--- config.mk ---
export PLATFORM = sky130hd
export DESIGN_NAME = effective_address_unit
export DESIGN_NICKNAME = d
export VERILOG_FILES = /design/src/core/ea_pkg.sv /design/src/core/page_counter.sv /design/src/core/ea_adder.sv /design/src/core/effective_address_unit.sv
export VERILOG_INCLUDE_DIRS = /design/src /design/src/core
export SDC_FILE = /design/constraint.sdc
export NUM_CORES = 1
export LEC_CHECK = 0
export BUFFER_PORTS_ARGS = -buffer_cell sky130_fd_sc_hd__buf_2
export CAP_MARGIN = 20
export CORE_MARGIN = 8
export CORE_UTILIZATION = 55
export CTS_CLUSTER_DIAMETER = 80
export CTS_CLUSTER_SIZE = 8
export DETAILED_ROUTE_END_ITERATION = 16
export GPL_ROUTABILITY_DRIVEN = 1
export GPL_TIMING_DRIVEN = 1
export PLACE_DENSITY = 0.81
export SYNTH_ARGS = -nofsm -noshare
export SYNTH_HDL_FRONTEND = slang
export SYNTH_SLANG_ARGS = --single-unit
--- constraint.sdc ---
create_clock -name clk_sys_i -period 7.6 [get_ports clk_sys_i]
set_input_delay 0 -clock clk_sys_i [delete_from_list [all_inputs] [get_ports clk_sys_i]]
set_output_delay 0 -clock clk_sys_i [all_outputs]
set_load 0.05 [all_outputs]
--- src/core/ea_map.svh ---
`ifndef EA_MAP_SVH
`define EA_MAP_SVH
// ==========================================================
// word layout, vector bit 17 holds word bit 0, the msb
// ==========================================================
`define EA_WORD_W 18
`define EA_OPCODE_HI 17
`define EA_OPCODE_LO 14
`define EA_MODE_HI 13
`define EA_MODE_LO 12
`define EA_OPERAND_HI 11
`define EA_OPERAND_LO 0
`define EA_PAGE_HI 17
`define EA_PAGE_LO 12
`define EA_BLOCK_HI 17
`define EA_BLOCK_LO 15
`define EA_PTR_HI 14
`define EA_PTR_LO 0
`define EA_JMP_IDX_HI 16
`define EA_STEP_HI 7
`define EA_STEP_W 8
// ==========================================================
// auto-increment window in the first page
// ==========================================================
`define EA_AUTOINC_TAG_HI 17
`define EA_AUTOINC_TAG_LO 3
`define EA_AUTOINC_TAG 15'h0001
// ==========================================================
// reset values
// ==========================================================
`define EA_IP_RESET 18'h00000
`define EA_XR_RESET 18'h00000
`define EA_LR_RESET 18'h00000
`endif

--- src/core/ea_pkg.sv ---
package ea_pkg;
    typedef enum logic [1:0] {
        MODE_DIRECT = 2'h0,
        MODE_INDEXED = 2'h1,
        MODE_INDIRECT = 2'h2,
        MODE_IND_INDEXED = 2'h3
    } addr_mode_e;
    typedef enum logic [2:0] {
        ST_IDLE, ST_FETCH, ST_DECODE, ST_PTR, ST_INCWR, ST_DONE
    } ea_state_e;
endpackage

--- src/core/page_counter.sv ---
`timescale 1ns/100ps
`default_nettype none
// counts only the low bits, page bits pass through
module page_counter #(
    parameter int WORD_W = 18,
    parameter int CNT_W = 12
) (
    input wire logic [WORD_W-1:0] value_i,
    output logic [WORD_W-1:0] next_o
);
    logic [CNT_W-1:0] low;
    assign low = value_i[CNT_W-1:0] + {{(CNT_W-1){1'b0}}, 1'b1};
    assign next_o = {value_i[WORD_W-1:CNT_W], low};
endmodule // page_counter
`default_nettype wire

--- src/core/ea_adder.sv ---
`timescale 1ns/100ps
`default_nettype none
// address adder, carry out of the top bit dropped
module ea_adder #(
    parameter int WORD_W = 18
) (
    input wire logic [WORD_W-1:0] a_i,
    input wire logic [WORD_W-1:0] b_i,
    output logic [WORD_W-1:0] sum_o
);
    logic [WORD_W:0] full;
    assign full = {1'b0, a_i} + {1'b0, b_i};
    assign sum_o = full[WORD_W-1:0];
endmodule // ea_adder
`default_nettype wire

--- src/core/effective_address_unit.sv ---
`timescale 1ns/100ps
`default_nettype none
`include "ea_map.svh"
// Behaviour
// - memory words are 18 bits; only words fetched via pointer are instructions
// - 18-bit instruction pointer incremented at start of every instruction
// - increment wraps within 12 low bits; page, bank, block bits untouched
// - address bits 3-4 pick bank, bit 5 page, rest word in page
// - bit 0 is most significant, bit 17 least significant
// - opcode is bits 0-3; three codes are not memory references
// - operand field is bits 6-17, twelve bits, one page
// - mode 00 direct, 01 indexed, 10 indirect, 11 indirect then indexed
// - direct address is pointer page bits joined to operand field
// - indexed address is page address plus signed 18-bit index
// - indexing costs no cycle beyond the direct case
// - indirect reads pointer word, joins block bits, second memory cycle
// - one indirection level; low 15 pointer bits form the address
// - top three pointer bits ignored for address forming
// - mode 11 resolves pointer first, then adds index
// - 18-bit limit register bounds index in loops
// - index-add-skip adds signed low eight instruction bits to index
// - skip next instruction when index exceeds limit
// - indirect through locations 10-17 octal increments pointer first
// - direct use of those locations is ordinary memory
// - indirect jump loads 15 bits, indexed jump loads 17 bits
module effective_address_unit #(
    parameter logic [3:0] JMP_OP = 4'hD,
    parameter logic [3:0] IDX_SKIP_OP = 4'hE,
    parameter logic [3:0] NONMEM_OP0 = 4'hC,
    parameter logic [3:0] NONMEM_OP1 = 4'hE,
    parameter logic [3:0] NONMEM_OP2 = 4'hF
) (
    input wire logic clk_sys_i,
    input wire logic rst_b_i,
    input wire logic run_i,
    input wire logic ip_load_i,
    input wire logic [17:0] ip_data_i,
    input wire logic xr_load_i,
    input wire logic [17:0] xr_data_i,
    input wire logic lr_load_i,
    input wire logic [17:0] lr_data_i,
    output logic mem_req_o,
    output logic mem_we_o,
    output logic [17:0] mem_addr_o,
    output logic [17:0] mem_wdata_o,
    input wire logic [17:0] mem_rdata_i,
    input wire logic mem_ack_i,
    output logic [17:0] instr_o,
    output logic [3:0] opcode_o,
    output logic [1:0] mode_o,
    output logic mem_ref_o,
    output logic [17:0] ea_o,
    output logic ea_valid_o,
    output logic skip_o,
    output logic [17:0] ip_o,
    output logic [17:0] xr_o,
    output logic [17:0] lr_o,
    output logic busy_o
);
    // ==========================================================
    // decode helpers
    // ==========================================================
    function automatic logic is_mem_ref(input logic [3:0] op);
        is_mem_ref = (op != NONMEM_OP0) && (op != NONMEM_OP1) && (op != NONMEM_OP2);
    endfunction

    function automatic logic is_autoinc(input logic [17:0] addr);
        is_autoinc = addr[`EA_AUTOINC_TAG_HI:`EA_AUTOINC_TAG_LO] == `EA_AUTOINC_TAG;
    endfunction

    ea_pkg::ea_state_e state;
    logic [17:0] ptr;
    logic [3:0] opcode;
    ea_pkg::addr_mode_e mode;
    logic [17:0] page_addr;
    logic [17:0] ip_inc1;
    logic [17:0] ip_inc2;
    logic [17:0] add_a;
    logic [17:0] add_sum;
    logic [17:0] ptr_rd_inc;
    logic [17:0] ind_addr;
    logic [17:0] idx_step;
    logic [17:0] next_xr;
    logic [17:0] next_ea;
    logic ea_fire;
    logic idx_skip_now;
    logic ptr_auto;

    // bit 0 of a word is the vector msb
    // opcode from the four top bits
    assign opcode = instr_o[`EA_OPCODE_HI:`EA_OPCODE_LO];
    // mode field picks the address path
    assign mode = ea_pkg::addr_mode_e'(instr_o[`EA_MODE_HI:`EA_MODE_LO]);
    // page and bank ride with the pointer
    assign page_addr = {ip_o[`EA_PAGE_HI:`EA_PAGE_LO],
                        instr_o[`EA_OPERAND_HI:`EA_OPERAND_LO]};
    assign opcode_o = opcode;
    assign mode_o = instr_o[`EA_MODE_HI:`EA_MODE_LO];
    assign mem_ref_o = is_mem_ref(opcode);
    assign busy_o = (state != ea_pkg::ST_IDLE);
    assign idx_skip_now = (state == ea_pkg::ST_DECODE) && (opcode == IDX_SKIP_OP);
    assign ptr_auto = is_autoinc(page_addr);

    page_counter #(.WORD_W(18), .CNT_W(12)) u_inc1 (
        .value_i(ip_o),
        .next_o(ip_inc1)
    );
    page_counter #(.WORD_W(18), .CNT_W(12)) u_inc2 (
        .value_i(ip_inc1),
        .next_o(ip_inc2)
    );

    assign idx_step = {{(18 - `EA_STEP_W){instr_o[`EA_STEP_HI]}},
                       instr_o[`EA_STEP_HI:0]};
    assign next_xr = xr_o + idx_step;
    assign ptr_rd_inc = mem_rdata_i + 18'h00001;

    // ==========================================================
    // address formation
    // ==========================================================
    always_comb begin
        // block bits from the pointer register
        // low 15 pointer bits, single level
        if (state == ea_pkg::ST_INCWR) begin
            ind_addr = {ip_o[`EA_BLOCK_HI:`EA_BLOCK_LO], ptr[`EA_PTR_HI:`EA_PTR_LO]};
        end else if (ptr_auto) begin
            ind_addr = {ip_o[`EA_BLOCK_HI:`EA_BLOCK_LO], ptr_rd_inc[`EA_PTR_HI:`EA_PTR_LO]};
        end else begin
            ind_addr = {ip_o[`EA_BLOCK_HI:`EA_BLOCK_LO], mem_rdata_i[`EA_PTR_HI:`EA_PTR_LO]};
        end
    end

    assign add_a = (state == ea_pkg::ST_DECODE) ? page_addr : ind_addr;

    // signed index added to page address in decode, else to indirect address
    ea_adder #(.WORD_W(18)) u_add (
        .a_i(add_a),
        .b_i(xr_o),
        .sum_o(add_sum)
    );

    always_comb begin
        next_ea = add_a;
        ea_fire = 1'b0;
        case (state)
            ea_pkg::ST_DECODE: begin
                // direct uses the page address as is
                // indexed resolves in the same cycle
                if (mem_ref_o && !idx_skip_now && !mode[1]) begin
                    ea_fire = 1'b1;
                    next_ea = (mode == ea_pkg::MODE_INDEXED) ? add_sum : page_addr;
                end
            end
            ea_pkg::ST_PTR: begin
                if (mem_ack_i && !ptr_auto) begin
                    ea_fire = 1'b1;
                end
                // index added after the pointer resolves
                next_ea = (mode == ea_pkg::MODE_IND_INDEXED) ? add_sum : ind_addr;
            end
            ea_pkg::ST_INCWR: begin
                if (mem_req_o && mem_ack_i) begin
                    ea_fire = 1'b1;
                end
                next_ea = (mode == ea_pkg::MODE_IND_INDEXED) ? add_sum : ind_addr;
            end
            default: begin
                ea_fire = 1'b0;
            end
        endcase
    end

    // ==========================================================
    // sequencer
    // ==========================================================
    always_ff @(posedge clk_sys_i or negedge rst_b_i) begin
        if (!rst_b_i) begin
            state <= ea_pkg::ST_IDLE;
        end else begin
            case (state)
                ea_pkg::ST_IDLE: begin
                    if (run_i) begin
                        state <= ea_pkg::ST_FETCH;
                    end
                end
                ea_pkg::ST_FETCH: begin
                    if (mem_ack_i) begin
                        state <= ea_pkg::ST_DECODE;
                    end
                end
                ea_pkg::ST_DECODE: begin
                    // indirect modes need the pointer cycle
                    if (mem_ref_o && !idx_skip_now && mode[1]) begin
                        state <= ea_pkg::ST_PTR;
                    end else begin
                        state <= ea_pkg::ST_DONE;
                    end
                end
                ea_pkg::ST_PTR: begin
                    if (mem_ack_i) begin
                        state <= ptr_auto ? ea_pkg::ST_INCWR : ea_pkg::ST_DONE;
                    end
                end
                ea_pkg::ST_INCWR: begin
                    if (mem_req_o && mem_ack_i) begin
                        state <= ea_pkg::ST_DONE;
                    end
                end
                ea_pkg::ST_DONE: begin
                    state <= ea_pkg::ST_IDLE;
                end
                default: begin
                    state <= ea_pkg::ST_IDLE;
                end
            endcase
        end
    end

    // ==========================================================
    // memory cycles
    // ==========================================================
    always_ff @(posedge clk_sys_i or negedge rst_b_i) begin
        if (!rst_b_i) begin
            mem_req_o <= 1'b0;
            mem_we_o <= 1'b0;
            mem_addr_o <= 18'h00000;
            mem_wdata_o <= 18'h00000;
        end else if (mem_req_o) begin
            if (mem_ack_i) begin
                mem_req_o <= 1'b0;
                mem_we_o <= 1'b0;
            end
        end else begin
            case (state)
                ea_pkg::ST_IDLE: begin
                    if (run_i) begin
                        // only this read yields an instruction
                        mem_req_o <= 1'b1;
                        mem_addr_o <= ip_o;
                    end
                end
                ea_pkg::ST_DECODE: begin
                    if (mem_ref_o && !idx_skip_now && mode[1]) begin
                        mem_req_o <= 1'b1;
                        mem_addr_o <= page_addr;
                    end
                end
                ea_pkg::ST_INCWR: begin
                    // write back before the operand is touched
                    mem_req_o <= 1'b1;
                    mem_we_o <= 1'b1;
                    mem_wdata_o <= ptr;
                end
                default: begin
                    mem_req_o <= 1'b0;
                end
            endcase
        end
    end

    // ==========================================================
    // instruction and pointer capture
    // ==========================================================
    always_ff @(posedge clk_sys_i or negedge rst_b_i) begin
        if (!rst_b_i) begin
            instr_o <= 18'h00000;
        end else if (state == ea_pkg::ST_FETCH && mem_ack_i) begin
            instr_o <= mem_rdata_i;
        end
    end

    always_ff @(posedge clk_sys_i or negedge rst_b_i) begin
        if (!rst_b_i) begin
            ptr <= 18'h00000;
        end else if (state == ea_pkg::ST_PTR && mem_ack_i) begin
            ptr <= ptr_auto ? ptr_rd_inc : mem_rdata_i;
        end
    end

    // ==========================================================
    // instruction pointer
    // ==========================================================
    always_ff @(posedge clk_sys_i or negedge rst_b_i) begin
        if (!rst_b_i) begin
            ip_o <= `EA_IP_RESET;
        end else if (ip_load_i && state == ea_pkg::ST_IDLE) begin
            ip_o <= ip_data_i;
        end else if (state == ea_pkg::ST_FETCH && mem_ack_i) begin
            ip_o <= ip_inc1;
        end else if (idx_skip_now && ($signed(next_xr) > $signed(lr_o))) begin
            ip_o <= ip_inc1;
        end else if (ea_fire && opcode == JMP_OP) begin
            case (mode)
                ea_pkg::MODE_DIRECT: ip_o <= next_ea;
                ea_pkg::MODE_INDIRECT: ip_o <= {ip_o[17:15], next_ea[`EA_PTR_HI:0]};
                default: ip_o <= {ip_o[17], next_ea[`EA_JMP_IDX_HI:0]};
            endcase
        end
    end

    // ==========================================================
    // index and limit registers
    // ==========================================================
    always_ff @(posedge clk_sys_i or negedge rst_b_i) begin
        if (!rst_b_i) begin
            xr_o <= `EA_XR_RESET;
        end else if (xr_load_i) begin
            xr_o <= xr_data_i;
        end else if (idx_skip_now) begin
            xr_o <= next_xr;
        end
    end

    always_ff @(posedge clk_sys_i or negedge rst_b_i) begin
        if (!rst_b_i) begin
            lr_o <= `EA_LR_RESET;
        end else if (lr_load_i) begin
            lr_o <= lr_data_i;
        end
    end

    // ==========================================================
    // results
    // ==========================================================
    always_ff @(posedge clk_sys_i or negedge rst_b_i) begin
        if (!rst_b_i) begin
            ea_o <= 18'h00000;
            ea_valid_o <= 1'b0;
            skip_o <= 1'b0;
        end else begin
            ea_valid_o <= ea_fire;
            skip_o <= idx_skip_now && ($signed(next_xr) > $signed(lr_o));
            if (ea_fire) begin
                ea_o <= next_ea;
            end
        end
    end
endmodule // effective_address_unit
`default_nettype wire

==> key figures <==
Run status
  • Status: finished, final reports clean

GRT
  • Number of global-route vias before repair: 9763
  • GR Util All Layers: 0.3044
  • Largest net degree at the start of global routing: 79
  • Antenna violations before repair: 1
  • Total congestion overflow: 0
  • First-pass GRT wire length: 52.96 mm

Synth
  • Syn Nets: 1230
  • Syn_area_per_cell: 8.971 um2
  • Seq cells post-synth: 151
  • Area of the mapped netlist: 0.009823 mm2
  • Number of synthesis warnings: 0
  • Gate Count Post-Synth: 1095
  • Asr flop ratio synth: 1.000
  • Sequential element share of the synthesized area: 0.3847
  • Primary FF master, synth: dfrtp_1
  • EDFF count, synth: 0
  • Post-synth cell types: 86

Routing
  • DR pass1 iterations: 6
  • DR DRC count: 0
  • Vias/cell: 6.152
  • Detailed Route WL: 34.21 mm
  • Detail Route Antenna Nets: 0
  • Vias: 9850
  • WL/cell: 21.37 um
  • First DRT Iteration DRCs: 1054

Setup path
  • R2R depth: 19
  • CP Capture Type: flop
  • Critical path required time: 7.89 ns
  • Crit path top cell by count: nor3_1
  • Cells along the critical path: ha_1, inv_1, fa_1, nor2b_1, o31a_1, o2111ai_1, a21oi_1, nor3_1, nor3_1, xor2_1, ha_1, nand4_1, or4_1, nor3_1, a211oi_2, a21oi_4, mux2_2, o22ai_1, a21oi_1
  • Critical Setup Path Class: reg2reg
  • FF-to-FF End: ip_o[9]
  • CP max FO: 23
  • Slowest-stage cell, CP: a21oi_4
  • Critical R2R Launch: instr_o[0]
  • Critical path arrival: 5.74 ns
  • Register-to-register setup slack: 2.14 ns
  • CP max stage delay: 0.61 ns
  • Startpoint types: flop

Pwr
  • Seq pwr share: 0.253
  • Gate power share: 0.604
  • Total power: 0.005990 W
  • Pint: 0.002738 W
  • VDD IR max: 0.3307 mV
  • PwrDens: 484.7 mW/mm2
  • Sw frac: 0.5429
  • Leak: 5.874 nW
  • P_sw: 0.003252 W
  • Clock share of power: 0.144

Finish
  • Filler Cell Count: 1334
  • Layout cell share with drive strength beyond 1: 0.2423
  • Area grow syn2layout: 25.81%
  • Nets@finish: 1492

Placement
  • Buffers added on ports: 216
  • RD Place Congestion: 0.9971
  • Post-DP HPWL: 24.78 mm

Floorplan
  • FP Rows: 49
  • Chip height: 149.6 um
  • Core footprint: 0.01772 mm2
  • I/O pins: 217
  • Die area: 0.02239 mm2
  • Initial Utilization: 0.5544
  • Die width: 149.6 um

Clocking
  • Clock root cell: clkbuf_16
  • Num CTS Buffers: 17
  • H-Tree Level Count: 4
  • Worst-path clk slew: 0.07 ns
  • CTS tree: done
  • Post-CTS sizing: 0
  • Latest clock arrival within the worst-skew pair: 0.44 ns
  • Clock tree buffer depth: 2
  • Sink Count: 151

STA
  • Setup TNS: 0 ns
  • Worst-margin pin slew: 1.110 ns
  • RSZ-0062 raised after global routing: no
  • Post-layout min period: 5.457 ns
  • Crit share post-route: 0.7180
  • Pins over their slew limit: 0
  • Setup violations, final: 0
  • Fin. Hold Viols: 0
  • Clock skew: 0.01050 ns
  • Relative slew slack: 0.2599
  • FMAX: 183.3 MHz

Min path
  • Hold Path Stages: 4
  • Min-delay src: ip_data_i[6]
  • Hold WC Path Type: in2reg
  • WHS Endpoint: ip_o[6]

Flow run
  • Max-cap viol count: 0
[state kept, by name, summed over array words and instances, names as in the netlist, 3 cells and up]
| register | cells |
|---|---|
| xr_o | 18 |
| mem_addr_o | 18 |
| lr_o | 18 |
| ptr | 18 |
| ip_o | 18 |
| instr_o | 18 |
| state | 3 |
| mem_wdata_o | 18 |
| ea_o | 18 |
[layout make-up]
type	instances	area, um2	share of cell area
multi-input combinational	854	5673	0.4590
sequential	151	3779	0.3058
timing repair buffer	298	1893	0.1532
clock buffer	19	442.9	0.03584
tap	229	286.5	0.02319
clock inverter	13	147.6	0.01195
inverter	35	131.4	0.01063
antenna	2	5.005	0.0004050
[cell usage after synthesis (9+ instances only)]
master      n  area, um2
ha_1       54      675.7
mux2i_1    22      220.2
o22ai_1     9      56.30
nand3_1    21      105.1
xor2_1     21      183.9
a21o_1     18      135.1
and3_1     25      156.4
mux2_2     45      506.7
xnor2_1    29      254.0
nand2_1   141      529.3
a21oi_1    61      305.3
nor2b_1     9      56.30
nor3_1     17      85.08
clkbuf_1   37      138.9
dfrtp_1   151       3779
o21ai_0    99      495.5
inv_1      34      127.6
a31oi_1    23      143.9
nor2_1    104      390.4
nand2b_1    9      56.30
[cell families after synthesis]
kind of cell,count (synthesis),share of synthesized area
and+or+nand+nor,379,0.1844
AOI/OAI and AO/OA,302,0.1995
DFF,151,0.3847
buffers and inverters,90,0.03999
muxes,67,0.07400
adders and majority gates,56,0.07286
xor gates and xnor gates,50,0.04458
[worst max-delay path, delay by kind of cell (launching register included)]
family / cells / cell delay [ns]
fa+ha+maj: 3 / 0.92
simple gates: 6 / 1.72
xor+xnor: 1 / 0.15
mux: 1 / 0.41
flops: 1 / 0.40
buf+inv: 1 / 0.05
compound gates: 7 / 1.64
[worst max-delay path by stage]
stage	from	endpoint	slack, ns
2_1_floorplan	xr_o[0]	ip_o[9]	3.02
3_3_place_gp	xr_o[0]	ip_o[9]	2.60
3_5_place_dp	xr_o[0]	ip_o[9]	2.43
4_1_cts	xr_o[0]	ip_o[9]	2.30
5_1_grt	instr_o[1]	ip_o[9]	1.91
6_report	instr_o[0]	ip_o[9]	2.14
[placed cells by master, fill, tap and decap left out, drive strengths merged, types with 8 or more instances in the layout]
| cell type | count |
|---|---|
| o21ai | 106 |
| a21oi | 63 |
| ha | 54 |
| inv | 38 |
| mux2i | 22 |
| xor2 | 21 |
| a221oi | 9 |
| mux2 | 45 |
| buf | 225 |
| a211oi | 8 |
| a21o | 18 |
| nand4 | 8 |
| nand2 | 142 |
| xnor2 | 29 |
| clkbuf | 19 |
| nor2b | 9 |
| nand2b | 9 |
| o22ai | 10 |
| nand3 | 21 |
| and3 | 25 |
| nor2 | 106 |
| dlygate4sd3 | 73 |
| nor3 | 18 |
| a31oi | 23 |
| dfrtp | 151 |
[layer usage]
| layer | wire length (um) | GRT usage | part of all wire | up-vias |
|---|---|---|---|---|
| li1 | - | - | - | 4484 |
| met5 | 0 | 0 | 0 | - |
| met2 | 16150 | 0.4966 | 0.47 | 599 |
| met4 | 1030 | 0.1237 | 0.030 | 0 |
| met1 | 12800 | 0.3731 | 0.37 | 4677 |
| met3 | 4223 | 0.08588 | 0.12 | 90 |
[repair_timing]
action                                 4_1_cts  5_1_grt
setup buffers                                0        0
endpoints found under the hold margin      151        0
hold buffers                                73        0
[power by group through the flow]
stage | Sequential [W] | Clock, W | Combinational (W)
finish | 0.00151 | 0.000862 | 0.00362
detailed placement | 0.00151 | 0 | 0.00348
CTS | 0.00150 | 0.000864 | 0.00355
global route | 0.00155 | 0.000895 | 0.00386
global placement | 0.00148 | 0 | 0.00343
floorplan | 0.00225 | 0 | 0.00180
[stage by stage]
step / utilization / cells / hold slack (ns) / area (um2) / worst slack, ns
6_report: 0.6975 / 1601 / 0.006468 / 12360 / 2.143
5_1_grt: 0.6973 / 1600 / 0.01828 / 12360 / 1.905
4_1_cts: 0.6963 / 1598 / 0.002370 / 12340 / 2.298
3_5_place_dp: 0.6218 / 1493 / 0.07546 / 11020 / 2.430
3_3_place_gp: 0.6218 / 1493 / 0.07588 / 11020 / 2.597
2_1_floorplan: - / 1095 / -0.2956 / 9823 / 3.016
Note: power is estimated with default switching activity, not from simulation.
